## src/hw/pdc_pkg.sv

```systemverilog
// Purpose: shared constants for the divider C / frame pulse block
// Assumes: byte wide host access through the page select scheme
// Notes: one 24-bit configuration word over three byte addresses
package pdc_pkg;
    // ---------------------------------------------------------------
    // register map (8-bit device addresses, page 1)
    // ---------------------------------------------------------------
    localparam logic [7:0] ADDR_CFG_HI = 8'h86; // bits 23:16
    localparam logic [7:0] ADDR_CFG_MID = 8'h87; // bits 15:8
    localparam logic [7:0] ADDR_CFG_LO = 8'h88; // bits 7:0
    localparam int CFG_W = 24;
    localparam logic [23:0] CFG_RST = 24'h000040;
    localparam logic [7:0] RDATA_NONE = 8'h00;
    // ---------------------------------------------------------------
    // field layout
    // ---------------------------------------------------------------
    localparam int MODE_HI = 23;
    localparam int MODE_LO = 20;
    localparam logic [3:0] MODE_FRAME = 4'hf;
    localparam int TYPE_BIT = 19;
    localparam int POL_BIT = 18;
    localparam int SEL_HI = 17;
    localparam int SEL_LO = 16;
    localparam int PER_HI = 15;
    localparam int PER_LO = 0;
    localparam int PER_W = 16;
    localparam logic [23:0] RATIO_MIN = 24'h000002;
    localparam logic [23:0] RATIO_MAX = 24'hefffff;
    // related clock select codes
    localparam logic [1:0] SEL_A = 2'h0;
    localparam logic [1:0] SEL_B = 2'h1;
    localparam logic [1:0] SEL_RSVD = 2'h2;
    localparam logic [1:0] SEL_D = 2'h3;
endpackage

```

## src/hw/pdc_divider_c.sv

```systemverilog
// Purpose: post-divider C of synthesizer 0, divided clock or frame pulse
// Assumes: clk is the synthesizer clock; sibling divider outputs are
//          flops on clk, so they are read without a synchroniser
// Notes: one configuration register, byte access through page select
`timescale 1ns/1ns
`default_nettype none
module pdc_divider_c
(
    input wire logic clk,
    input wire logic sys_rst,
    input wire logic page_sel,
    input wire logic [6:0] reg_addr,
    input wire logic reg_wr,
    input wire logic reg_rd,
    input wire logic [7:0] reg_wdata,
    output logic [7:0] reg_rdata,
    input wire logic rel_clk_a,
    input wire logic rel_clk_b,
    input wire logic rel_clk_d,
    output logic clk_out,
    output logic frame_mode
);
    // ---------------------------------------------------------------
    // host register access
    // ---------------------------------------------------------------
    logic [23:0] cfg_q;
    logic [23:0] cfg_d;
    logic [7:0] rdata_q;
    logic [7:0] rdata_d;
    wire [7:0] full_addr = {page_sel, reg_addr};
    wire hit_hi = full_addr == pdc_pkg::ADDR_CFG_HI;
    wire hit_mid = full_addr == pdc_pkg::ADDR_CFG_MID;
    wire hit_lo = full_addr == pdc_pkg::ADDR_CFG_LO;
    wire cfg_wr = reg_wr && (hit_hi || hit_mid || hit_lo);

    // byte lane write merge
    always_comb
    begin
        cfg_d = cfg_q;
        if (reg_wr && hit_hi)
        begin
            cfg_d[23:16] = reg_wdata;
        end
        if (reg_wr && hit_mid)
        begin
            cfg_d[15:8] = reg_wdata;
        end
        if (reg_wr && hit_lo)
        begin
            cfg_d[7:0] = reg_wdata;
        end
    end

    // read mux, unmapped addresses read zero
    assign rdata_d = hit_hi ? cfg_q[23:16] :
                     hit_mid ? cfg_q[15:8] :
                     hit_lo ? cfg_q[7:0] : pdc_pkg::RDATA_NONE;

    // configuration and read data registers
    always_ff @(posedge clk)
    begin
        if (sys_rst)
        begin
            cfg_q <= pdc_pkg::CFG_RST;
            rdata_q <= pdc_pkg::RDATA_NONE;
        end
        else
        begin
            cfg_q <= cfg_d;
            if (reg_rd)
            begin
                rdata_q <= rdata_d;
            end
        end
    end
    assign reg_rdata = rdata_q;

    // ---------------------------------------------------------------
    // field decode
    // ---------------------------------------------------------------
    wire fm = cfg_q[pdc_pkg::MODE_HI:pdc_pkg::MODE_LO] == pdc_pkg::MODE_FRAME;
    wire fp_type = cfg_q[pdc_pkg::TYPE_BIT];
    wire fp_pol = cfg_q[pdc_pkg::POL_BIT];
    wire [1:0] fp_sel = cfg_q[pdc_pkg::SEL_HI:pdc_pkg::SEL_LO];
    wire [15:0] fp_per = cfg_q[pdc_pkg::PER_HI:pdc_pkg::PER_LO];
    // ratios below two cannot be made from clk, they run as two
    wire [23:0] ratio = (cfg_q < pdc_pkg::RATIO_MIN) ? pdc_pkg::RATIO_MIN : cfg_q;
    wire [23:0] ratio_last = ratio - 24'h000001;
    // high phase is ceil(ratio/2): exact half for even ratios
    wire [23:0] high_len = 24'((25'(ratio) + 25'h0000001) >> 1);
    assign frame_mode = fm;

    // ---------------------------------------------------------------
    // divided clock
    // ---------------------------------------------------------------
    logic [23:0] div_cnt_q;
    logic div_out_q;
    wire [23:0] div_cnt_d = (cfg_wr || div_cnt_q >= ratio_last) ? 24'h000000
                                                                 : div_cnt_q + 24'h000001;

    // ratio counter restarts on every configuration write
    always_ff @(posedge clk)
    begin
        if (sys_rst)
        begin
            div_cnt_q <= 24'h000000;
            div_out_q <= 1'b0;
        end
        else
        begin
            div_cnt_q <= div_cnt_d;
            div_out_q <= div_cnt_d < high_len;
        end
    end

    // ---------------------------------------------------------------
    // related clock selection and edges
    // ---------------------------------------------------------------
    logic rel_q;
    wire sel_ok = fp_sel != pdc_pkg::SEL_RSVD;
    wire rel_now = (fp_sel == pdc_pkg::SEL_A) ? rel_clk_a :
                   (fp_sel == pdc_pkg::SEL_B) ? rel_clk_b :
                   (fp_sel == pdc_pkg::SEL_D) ? rel_clk_d : 1'b0;
    wire rel_rise = rel_now && !rel_q;
    wire rel_fall = !rel_now && rel_q;

    // previous level of the chosen related clock
    always_ff @(posedge clk)
    begin
        if (sys_rst)
        begin
            rel_q <= 1'b0;
        end
        else
        begin
            rel_q <= rel_now;
        end
    end

    // ---------------------------------------------------------------
    // frame pulse
    // ---------------------------------------------------------------
    logic [15:0] per_cnt_q;
    logic fp_q;
    // a period of zero or one pulses on every related period
    wire [15:0] per_last = (fp_per == 16'h0000) ? 16'h0000 : fp_per - 16'h0001;
    wire per_wrap = per_cnt_q >= per_last;
    wire [15:0] per_cnt_d = per_wrap ? 16'h0000 : per_cnt_q + 16'h0001;
    // boundary is the related rising edge that brings the count to zero
    wire boundary = rel_rise && per_wrap;
    // straddling pulse: rises on the falling edge before the boundary
    wire st_set = rel_fall && per_wrap;
    wire fp_d = !sel_ok ? 1'b0 :
                fp_type ? (rel_rise ? boundary : fp_q) :
                (rel_fall ? st_set : fp_q);

    // period counter and pulse level
    always_ff @(posedge clk)
    begin
        if (sys_rst || cfg_wr || !fm)
        begin
            per_cnt_q <= 16'h0000;
            fp_q <= 1'b0;
        end
        else
        begin
            if (rel_rise)
            begin
                per_cnt_q <= per_cnt_d;
            end
            fp_q <= fp_d;
        end
    end

    // ---------------------------------------------------------------
    // output selection
    // ---------------------------------------------------------------
    logic out_q;
    always_ff @(posedge clk)
    begin
        if (sys_rst)
        begin
            out_q <= 1'b0;
        end
        else
        begin
            out_q <= fm ? (fp_q ^ fp_pol) : div_out_q;
        end
    end
    assign clk_out = out_q;

    // ---------------------------------------------------------------
    // duty helper: length of the running high phase in divided mode
    // ---------------------------------------------------------------
    logic cfg_wr_q;
    logic cfg_wr_qq;
    logic [23:0] hi_run_q;
    // output trails the counter by one flop; a write clears the run for three cycles
    wire run_clr = fm || cfg_wr || cfg_wr_q || cfg_wr_qq || !clk_out;
    wire [23:0] hi_run_d = run_clr ? 24'h000000 : hi_run_q + 24'h000001;

    // write history and high phase length
    always_ff @(posedge clk)
    begin
        if (sys_rst)
        begin
            cfg_wr_q <= 1'b0;
            cfg_wr_qq <= 1'b0;
            hi_run_q <= 24'h000000;
        end
        else
        begin
            cfg_wr_q <= cfg_wr;
            cfg_wr_qq <= cfg_wr_q;
            hi_run_q <= hi_run_d;
        end
    end

    // ---------------------------------------------------------------
    // checks
    // ---------------------------------------------------------------
    // register access
    chk_reset_value: assert property (@(posedge clk)
        sys_rst |=> cfg_q == pdc_pkg::CFG_RST)
        else $error("config not at reset value");
    chk_page0_ignore: assert property (@(posedge clk) disable iff (sys_rst)
        (reg_wr && !page_sel) |=> $stable(cfg_q))
        else $error("page zero write changed the config");
    chk_unmapped_rd: assert property (@(posedge clk) disable iff (sys_rst)
        (reg_rd && !hit_hi && !hit_mid && !hit_lo) |=> reg_rdata == pdc_pkg::RDATA_NONE)
        else $error("unmapped read not zero");
    chk_rdata_hold: assert property (@(posedge clk) disable iff (sys_rst)
        !reg_rd |=> $stable(reg_rdata))
        else $error("read data changed without a read");
    chk_hi_write: assert property (@(posedge clk) disable iff (sys_rst)
        (reg_wr && hit_hi) |=> cfg_q[pdc_pkg::MODE_HI:pdc_pkg::SEL_LO] == $past(reg_wdata))
        else $error("upper config byte not written");

    // divided clock
    chk_mode_flag: assert property (@(posedge clk) disable iff (sys_rst)
        (cfg_d[pdc_pkg::MODE_HI:pdc_pkg::MODE_LO] == pdc_pkg::MODE_FRAME) |=> frame_mode)
        else $error("frame mode flag wrong");
    chk_div_rise: assert property (@(posedge clk) disable iff (sys_rst)
        (!fm && !cfg_wr && div_cnt_q == ratio_last) ##1 !cfg_wr |=> clk_out)
        else $error("divided clock did not rise at wrap");
    chk_even_fall: assert property (@(posedge clk) disable iff (sys_rst)
        (!fm && !ratio[0] && !cfg_wr && div_cnt_q == high_len - 24'h000001) ##1 !cfg_wr |=> !clk_out)
        else $error("even ratio high phase not half");
    chk_high_bound: assert property (@(posedge clk) disable iff (sys_rst)
        !fm |-> hi_run_q <= high_len)
        else $error("divided clock high phase too long");
    chk_div_follow: assert property (@(posedge clk) disable iff (sys_rst)
        !fm |=> clk_out == $past(div_out_q))
        else $error("divided mode output not the divided clock");
    chk_div_idle_fp: assert property (@(posedge clk) disable iff (sys_rst)
        !fm |-> fp_q == 1'b0)
        else $error("frame pulse active in divided mode");

    // frame pulse
    chk_gci_start: assert property (@(posedge clk) disable iff (sys_rst)
        (fm && fp_type && sel_ok && boundary && !cfg_wr) |=> fp_q)
        else $error("gci pulse did not start at boundary");
    chk_gci_end: assert property (@(posedge clk) disable iff (sys_rst)
        (fm && fp_type && fp_q && rel_rise && !boundary && !cfg_wr) |=> !fp_q)
        else $error("gci pulse longer than one period");
    chk_gci_only_bnd: assert property (@(posedge clk) disable iff (sys_rst)
        (fm && fp_type && !fp_q && !cfg_wr) ##1 fp_q |-> $past(boundary))
        else $error("gci pulse started away from the boundary");
    chk_st_straddle: assert property (@(posedge clk) disable iff (sys_rst)
        (fm && !fp_type && sel_ok && st_set && !cfg_wr) |=> fp_q)
        else $error("straddling pulse not raised before boundary");
    chk_st_end: assert property (@(posedge clk) disable iff (sys_rst)
        (fm && !fp_type && fp_q && rel_fall && !st_set && !cfg_wr) |=> !fp_q)
        else $error("straddling pulse longer than one period");
    chk_st_hold: assert property (@(posedge clk) disable iff (sys_rst)
        (fm && !fp_type && sel_ok && !rel_fall && !cfg_wr) |=> fp_q == $past(fp_q))
        else $error("straddling pulse moved off a falling edge");
    chk_per_step: assert property (@(posedge clk) disable iff (sys_rst)
        (fm && rel_rise && !per_wrap && !cfg_wr) |=> per_cnt_q == $past(per_cnt_q) + 16'h0001)
        else $error("period counter missed a related edge");
    chk_per_wrap: assert property (@(posedge clk) disable iff (sys_rst)
        (fm && rel_rise && per_wrap && !cfg_wr) |=> per_cnt_q == 16'h0000)
        else $error("period counter did not wrap");
    chk_rsvd_idle: assert property (@(posedge clk) disable iff (sys_rst)
        (fm && !sel_ok) |=> !fp_q)
        else $error("reserved select produced a pulse");
    chk_polarity: assert property (@(posedge clk) disable iff (sys_rst)
        fm |=> clk_out == ($past(fp_q) ^ $past(fp_pol)))
        else $error("frame pulse polarity wrong");
endmodule // pdc_divider_c
`default_nettype wire

```

## config.mk

```make
export PLATFORM = sky130hd
export DESIGN_NAME = pdc_divider_c
export DESIGN_NICKNAME = d
export VERILOG_FILES = /design/src/hw/pdc_pkg.sv /design/src/hw/pdc_divider_c.sv
export SDC_FILE = /design/constraint.sdc
export NUM_CORES = 1
export LEC_CHECK = 0
export BUFFER_PORTS_ARGS = -buffer_cell sky130_fd_sc_hd__buf_2
export CORE_ASPECT_RATIO = 1.75
export CORE_MARGIN = 2
export CORE_UTILIZATION = 35
export DETAILED_ROUTE_END_ITERATION = 7
export SETUP_SLACK_MARGIN = 0.3
export SYNTH_ARGS = -nofsm -noshare
export SYNTH_HDL_FRONTEND = slang
export SYNTH_SLANG_ARGS = --single-unit
```

## constraint.sdc

```tcl
create_clock -name clk -period 6.1 [get_ports clk]
set_input_delay 0.915 -clock clk [delete_from_list [all_inputs] [get_ports clk]]
set_output_delay 0.915 -clock clk [all_outputs]
set_load 0.02 [all_outputs]
```

# Word level (Yosys, flattened, before mapping)
# Index checks and enable logic that the tools add are counted.
# op_classes
n_reduce_logical	21
add_sub_neg	5
n_eq_ne	8
n_mux	14
order_cmp	4
n_bitwise	2
# ops
cell	count
$mux 24	2
$mux 16	2
$add 24x1->25 const B	1
$add 24x1->24 const B	1
$eq 8x8->1 const B	3
$ge 24x24->1	1
$lt 24x2->1 const B	1
$lt 24x24->1	1
$mux 8	3
$sub 24x1->24 const B	1
$add 16x1->16 const B	1
$ge 16x16->1	1
$logic_not 16->1	1
$sub 16x1->16 const B	1
$logic_and 1x1->1	8
$mux 1	7
$logic_or 1x1->1	5
$eq 4x4->1 const B	1
$logic_not 1->1	3
$eq 2x1->1 const B	1
$eq 2x2->1 const B	1
$logic_not 2->1	1
$ne 2x1->1 const B	1
$ne 2x2->1 const B	1
5 further kinds	5
# totals
output_inout_bits	10
regBits	76
wordCells	64

# Depth between registers and ports, before layout
# Gate-level depths: netlist (run 1).
# logic_depth
word_depth	9
ltp_mapped	26
mapped_depth_nobuf	24

# Worst setup path after synthesis (run 1)
# No wires, ideal clock.
# synth_timing
path_kind	reg-to-reg
start	register cfg_q[9]
end	register div_out_q
path_slack_ns	0.366
path_stages_with_launch	27
arrival_time_ns	5.612
setup_ns	0.122
cell_sequence	dfxtp_1 -> buf_6 -> or4_4 -> or3_4 -> nor4_4 -> nand3_2 -> nand2_1 -> ha_1 -> nand3_1 -> or4_4 -> nor3_2 -> xnor2_1 -> ha_1 -> nand4_1 -> nor4_1 -> o21ai_0 -> nand3_2 -> clkbuf_1 -> nor2_1 -> ha_1 -> nand4_1 -> or4_1 -> a21o_1 -> a21oi_1 -> nor3_1 -> o31ai_1 -> a21oi_1
# synth_between
elab_chain_cells	7
elab_cells_between_ends	8
classes_between	add/sub: 2; order compare: 3; mux: 2; reduce/logical: 1
# synth_rtl
item	line	text
start, declared	pdc_divider_c.sv:26	logic [23:0] cfg_q;
start signal, assigned	pdc_divider_c.sv:64	cfg_q <= pdc_pkg::CFG_RST;
start signal, assigned	pdc_divider_c.sv:69	cfg_q <= cfg_d;
$lt 24x2->1	pdc_divider_c.sv:87	wire [23:0] ratio = (cfg_q < pdc_pkg::RATIO_MIN) ? pdc_pkg::RATIO_MIN : cfg_q;
$mux 24 *	pdc_divider_c.sv:87	
$sub 24x1->24 *	pdc_divider_c.sv:88	wire [23:0] ratio_last = ratio - 24'h000001;
$ge 24x24->1 *	pdc_divider_c.sv:98	wire [23:0] div_cnt_d = (cfg_wr || div_cnt_q >= ratio_last) ? 24'h000000
$logic_or 1x1->1 *	pdc_divider_c.sv:98	
$mux 24 *	pdc_divider_c.sv:98	
via div_cnt_d[11]	pdc_divider_c.sv:98	
$lt 24x24->1 *	pdc_divider_c.sv:112	div_out_q <= div_cnt_d < high_len;
end signal, assigned	pdc_divider_c.sv:112	
end, declared	pdc_divider_c.sv:97	logic div_out_q;
# The timed path passes the listed nets; every way through them passes the cells marked *.
# A chain may end at the register's enable or synchronous reset.

# Final worst setup path (run 1)
# layout_timing
start	register cfg_q[10]
end	register div_out_q
# The elaborated chain is that of the path after synthesis.

==> flow_summary_export.csv, run 1 <==
group,metric,value,unit
setup_path,criticalPathCategory,"register to register",
sta,rsz0062_at_grt,"true",
placement,gp_routability_congestion,0.8970,
die,dieArea,17610,um2
power_and_ir_drop,power_frac_seq,0.466,
power_and_ir_drop,p_switching,282.7,uW
layout,finish.cell_count_without_fillers,974,
setup_path,worstSetupEndpointType,"register",
setup_path,cp_max_fo,6,
layout,num-nets-final,869,
clock_network,clkSlewWorstSetupHoldPaths,0.07,ns
setup_path,cp_top_family,"simple AND/OR/NAND/NOR gates",
yosys,synth_top_family_by_area,"simple AND/OR/NAND/NOR gates",
clock_network,clock_path_buffers,2,
placement,hpwl_detailed,12980,um
setup_path,regToRegSetupSlack,0.52,ns
clock_network,cts_max_level,3,
global_route,grt_pass1_vias,5132,
global_route,total_global_route_track_usage,0.1947,
yosys,postSynthNetCount,837,
yosys,synth-edff-count,0,
drt,final_antenna_net_count,0,
drt,dr.first_iter.drc_count,211,
worst_hold_path,hold_path_class,"register to register",
sta,slew_headroom,0.3028,
sta,min_period,5.577,ns
drt,drt_wl_total,16760,um
layout,synthToLayoutAreaGrowth,16.40,%
setup_path,required_time_at_the_worst_slack_endpoint,6.34,ns
layout,final_core_util,0.4133,
power_and_ir_drop,power_frac_clock,0.473,
clock_network,clk_latency,0.36,ns
yosys,share_of_synthesized_area_occupied_by_flip_flops_and_latches,0.2630,
power_and_ir_drop,power,1086,uW
yosys,netlist_instances,745,
setup_path,critPathSlowestCell,"sky130_fd_sc_hd__or4_4",
yosys,netlist_area,5784,um2
sta,final_max_slew_viol_count,0,
yosys,synth-simple-area-share,0.3033,
yosys,synth.ff_latch_count,76,
power_and_ir_drop,p_comb_frac,0.060,
die,initial_core_util,0.3551,
global_route,grt_pass1_wl,26510,um
sta,timing.fmax,0.1793,GHz
die,design.core.area,16290,um2
global_route,global_route.overflow_total,0,
global_route,grt_start_max_net_pins,38,
clock_network,clk_root_buffer_cell,"sky130_fd_sc_hd__clkbuf_16",
layout,multi_input_comb_area,4218,um2
yosys,yosysUniqueCellTypes,58,
clock_network,cts_tree,"built",
power_and_ir_drop,power.internal,802.9,uW
die,fp.dieW,101.2,um
drt,detailroute.via_count,5322,
sta,finalHoldWorstSlack,0.4744,ns
layout,seqCellArea,1523,um2
die,height_of_the_die,174.1,um
sta,skew,0.01120,ns
sta,hold_viol_final,0,
power_and_ir_drop,ir_drop,174.9,uV
yosys,post_synth_xor_area_fraction,0.1272,
sta,finalSetupViolCount,0,
sta,worstMarginPinSlew,1.042,ns
setup_path,critPathBufInv,1,
setup_path,critical_path_start_type,"register",
placement,total_of_buffers_placed_on_input_and_output_ports,32,
clock_network,cts_buffers,9,
yosys,post_synth_mux_area_share,0.01752,
drt,detail_route.wl_per_cell,17.21,um
drt,viasPerCell,5.464,
yosys,syn_area_per_cell,7.764,um2
die,core.rowCount,62,
job,max_cap_viol_count,0,
run_status,outcome,"finished, final reports clean",
sta,final_min_period_over_clock_period,0.9142,
sta,timing.setup.tns,0,ns
clock_network,clock-sinks,76,
layout,layout_cell_share_with_drive_strength_beyond_1,0.1637,
power_and_ir_drop,power_density,161.2,nW/um2
yosys,dominant_register_cell_in_the_synthesized_netlist,"sky130_fd_sc_hd__dfxtp_1",
global_route,initial_antenna_violation_count,0,
yosys,synth_adder_area_share,0.1493,
yosys,asyncSetResetFlopFracSynth,0,
yosys,synth-compound-area-share,0.09799,
drt,drc,0,
yosys,ys_warn_count,0,
die,boundaryPins,33,
layout,antennaDiodeCount,0,
placement,dp_cells,945,
power_and_ir_drop,power.share.switching,0.2604,
power_and_ir_drop,static_leakage,0.002814,uW
setup_path,cp_slowest_stage_delay,0.55,ns
setup_path,worst-endpoint-arrival,5.81,ns
drt,detailedRoute.firstPassIterationCount,5,
layout,fill_cells,1691,
-- cell usage in the layout, fill, tap and decap left out, types with 17 or more instances in the layout --
cell type                   n
sky130_fd_sc_hd__dfxtp_1   75
sky130_fd_sc_hd__xor2_1    48
sky130_fd_sc_hd__nand3_1   46
sky130_fd_sc_hd__nor2_1   109
sky130_fd_sc_hd__nor3_1    17
sky130_fd_sc_hd__xnor2_1   36
sky130_fd_sc_hd__nand4_1   19
sky130_fd_sc_hd__buf_2     32
sky130_fd_sc_hd__nand2_1   95
sky130_fd_sc_hd__ha_1      63
sky130_fd_sc_hd__a21oi_1   36
sky130_fd_sc_hd__buf_4     31
-- area by class of cell --
type	instances	share of cell area
Inverter	13	0.007248
Sequential cell	76	0.2262
Clock buffer	9	0.03345
Multi-Input combinational cell	612	0.6265
Timing Repair Buffer	65	0.06356
Tap cell	192	0.03568
Clock inverter	7	0.007434
-- worst paths after layout --
path                                             endpoint  cells after the start                 startpoint
worst max-delay path                 div_out_q$_SDFF_PP0_                     25     cfg_q[10]$_SDFFE_PP0P_
worst min-delay path            reg_rdata[7]$_SDFFE_PP0P_                      2  reg_rdata[7]$_SDFFE_PP0P_
worst max register to register       div_out_q$_SDFF_PP0_                     25     cfg_q[10]$_SDFFE_PP0P_
worst min register to register  reg_rdata[7]$_SDFFE_PP0P_                      2  reg_rdata[7]$_SDFFE_PP0P_
-- power groups by stage --
stage	registers [uW]	clock network, uW	logic, uW
2_1_floorplan	520	0	36.5
3_3_place_gp	518	0	61.3
3_5_place_dp	517	0	61.6
4_1_cts	506	523	62.0
5_1_grt	507	537	72.5
6_report	506	514	65.4
-- kinds of logic after synthesis --
group | after synthesis
flops | 76
simple gates | 358
buf+inv | 57
fa+ha+maj | 69
xor+xnor | 84
mux | 10
compound gates | 91
-- worst min-delay path: stages, from the launching register on --
cell and delay (ns):
sky130_fd_sc_hd__dfxtp_1 0.31, sky130_fd_sc_hd__nor2_1 0.08, sky130_fd_sc_hd__nor3_1 0.05
-- flip-flops by register name (all words and copies together), names as in the netlist --
signal and flops:
cfg_q 24, clk_out 1, div_cnt_q 24, div_out_q 1, fp_q 1, per_cnt_q 16, reg_rdata 8, rel_q 1
-- per-layer routing --
metal | GRT usage | vias to the layer above | part of all wire
met5 | 0 | - | 0
met4 | 0.1109 | 0 | 0.048
met3 | 0.02694 | 45 | 0.029
met2 | 0.3557 | 121 | 0.55
met1 | 0.2068 | 2498 | 0.37
li1 | - | 2658 | -
-- timing repair --
item                                    CTS  global route
resized for setup                         2            44
endpoints found under the setup margin    1             1
setup buffers                             2            11
pin swaps                                 1            27
hold endpoints to repair                  0             0
hold buffers                              0             0
-- metrics by stage --
step	setup slack [ns]	instance area, um2
floorplan	0.3659	5784
global placement	0.4046	6142
detailed placement	0.1962	6142
CTS	0.3337	6440
global route	0.2378	6733
finish	0.5233	6733
-- cells in the mapped netlist, drive strengths merged, types with 2 or more instances --
cell,number,area [um2]
mux2i,9,90.09
ha,69,863.3
xor2,48,420.4
dfxtp,76,1521
and3,14,87.58
a22oi,2,15.01
buf,17,91.34
a21oi,38,190.2
o21a,2,15.01
o41ai,2,17.52
a211oi,7,52.55
o21ai,16,80.08
a31oi,2,12.51
nand3b,2,15.01
and2,4,25.02
nand2b,4,25.02
nor2,115,434.2
nor4,7,95.09
xnor2,36,315.3
nand2,97,366.6
clkbuf,27,101.4
or3,5,37.54
inv,13,48.80
nor2b,3,18.77
or4,3,30.03
nand4,19,118.9
o31ai,2,15.01
and4,5,43.79
nand3,49,255.3
a21o,5,37.54
a221oi,9,78.83
or4b,2,20.02
nor3,24,140.1
(Power assumes the default switching activity.)
==> run 2, diff against run 1 <==
- clock period: 6.1 -> 4.8 ns (I/O delays scaled with it)
==> flow_summary_export.csv, run 2 (same netlist as run 1, synthesis figures left out) <==
group,metric,value,unit
run_status,outcome,"finished, violations left",
run_status,failed_checks,"negative setup slack",
sta,final_critical_path_setup_slack,-0.4878,ns
setup_path,critical_path_start_type,"register",
die,dieArea,17610,um2
power_and_ir_drop,power.share.switching,0.2482,
clock_network,cts_tree,"built",
global_route,initial_antenna_violation_count,0,
clock_network,cts_max_level,3,
sta,skew,0.008171,ns
setup_path,cp_max_fo,15,
placement,hpwl_detailed,13040,um
layout,final_common_cell,"sky130_fd_sc_hd__nor2_1",
sta,final_min_period_over_clock_period,1.102,
die,initial_core_util,0.3551,
layout,final_core_util,0.4162,
sta,finalSetupViolCount,1,
setup_path,worst-endpoint-arrival,5.51,ns
drt,detail_route.wl_per_cell,16.78,um
global_route,grt_start_max_net_pins,38,
job,max_cap_viol_count,0,
layout,synthToLayoutAreaGrowth,17.22,%
global_route,grt_pass1_vias,5278,
drt,detailroute.via_count,5292,
die,fp.dieW,101.2,um
power_and_ir_drop,power_frac_clock,0.464,
worst_hold_path,hold_path_class,"register to register",
clock_network,cts_buffers,9,
layout,num-nets-final,888,
clock_network,clock-sinks,76,
sta,min_period,5.288,ns
drt,detailedRoute.firstPassIterationCount,7,
sta,rsz0062_at_grt,"true",
setup_path,worstSetupEndpointType,"register",
global_route,grt_pass1_wl,26080,um
layout,reg.largest.list,"cfg_q: 24 flops, div_cnt_q: 24 flops, per_cnt_q: 16 flops",
clock_network,clock_path_buffers,2,
global_route,global_route.overflow_total,0,
power_and_ir_drop,power.internal,1022,uW
sta,slew_headroom,0.3629,
sta,final_max_slew_viol_count,0,
sta,timing.setup.tns,-0.4878,ns
sta,worstMarginPinSlew,0.9505,ns
placement,gp_routability_congestion,0.9073,
power_and_ir_drop,power,1360,uW
clock_network,cts_hold_buf,0,
drt,drc,0,
sta,hold_viol_final,0,
drt,drt_wl_total,16670,um
drt,viasPerCell,5.329,
drt,dr.first_iter.drc_count,294,
die,design.core.area,16290,um2
die,height_of_the_die,174.1,um
die,boundaryPins,33,
power_and_ir_drop,p_switching,337.5,uW
setup_path,required_time_at_the_worst_slack_endpoint,5.02,ns
layout,layout_cell_share_with_drive_strength_beyond_1,0.1698,
global_route,total_global_route_track_usage,0.1899,
power_and_ir_drop,power_density,200.6,nW/um2
power_and_ir_drop,p_comb_frac,0.063,
die,core.rowCount,62,
layout,antennaDiodeCount,0,
setup_path,cp_slowest_stage_delay,0.53,ns
placement,place_ws,-0.6343,ns
clock_network,clk_root_buffer_cell,"sky130_fd_sc_hd__clkbuf_16",
power_and_ir_drop,static_leakage,0.002897,uW
layout,layout.cells.most_common_list,"110 x sky130_fd_sc_hd__nor2_1, 95 x sky130_fd_sc_hd__nand2_1, 75 x sky130_fd_sc_hd__dfxtp_1",
power_and_ir_drop,ir_drop,180.7,uV
clock_network,clkSlewWorstSetupHoldPaths,0.06,ns
power_and_ir_drop,power_frac_seq,0.473,
setup_path,critPathSlowestCell,"sky130_fd_sc_hd__or4_4",
drt,final_antenna_net_count,0,
sta,timing.fmax,0.1891,GHz
placement,total_of_buffers_placed_on_input_and_output_ports,32,
setup_path,criticalPathCategory,"register to register",
clock_network,clk_latency,0.34,ns
[run 2: final cells by class]
type / instances / area, um2
Inverter: 13 / 48.80
Timing Repair Buffer: 82 / 548.0
Tap cell: 192 / 240.2
Sequential cell: 76 / 1523
Fill cell: 1692 / 9510
Clock buffer: 11 / 232.7
Multi-Input combinational cell: 614 / 4150
Clock inverter: 5 / 37.54
[run 2: metal layers]
layer	wire, um	vias to the layer above	track usage	share of wire
met5	0	-	0	0
met4	687	0	0.1002	0.041
met3	336	36	0.02131	0.020
met2	9242	94	0.3645	0.55
met1	6399	2466	0.1925	0.38
li1	-	2696	-	-
[run 2: what timing repair did]
action                     4_1_cts  5_1_grt
gates resized for setup          8       15
setup buffers                    1        1
setup endpoints to repair       25       25
gates cloned                     0        2
pin swaps                        3        9
[run 2: final timing paths]
check	start	endpoint	slack, ns	cells after the start
worst min register to register	div_cnt_q[0]$_SDFF_PP0_	div_cnt_q[0]$_SDFF_PP0_	0.47	1
worst max register to register	cfg_q[8]$_SDFFE_PP0P_	div_out_q$_SDFF_PP0_	-0.49	26
worst max-delay path	cfg_q[8]$_SDFFE_PP0P_	div_out_q$_SDFF_PP0_	-0.49	26
worst min-delay path	div_cnt_q[0]$_SDFF_PP0_	div_cnt_q[0]$_SDFF_PP0_	0.47	1
[run 2: power by group through the flow]
stage | Clock, uW | Sequential [uW] | Combinational, uW
3_5_place_dp | 0 | 657 | 79.4
2_1_floorplan | 0 | 660 | 47.6
3_3_place_gp | 0 | 657 | 78.5
6_report | 631 | 643 | 85.5
5_1_grt | 666 | 644 | 93.5
4_1_cts | 646 | 643 | 81.0
[run 2: per-stage QoR]
step                instances  hold slack (ns)  instance area (um2)
floorplan                 745           0.4296                 5843
global placement          973           0.4449                 6382
detailed placement        973           0.4620                 6382
CTS                       990           0.4718                 6701
global route              993           0.4927                 6780
finish                    993           0.4737                 6780
[run 2: worst max-delay path: cells and delay by family, from the launching register on]
kind,cells,cell delay (ns)
flops,1,0.32
fa+ha+maj,3,0.72
simple gates,15,3.11
compound gates,5,0.60
buf+inv,2,0.34
xor+xnor,1,0.08
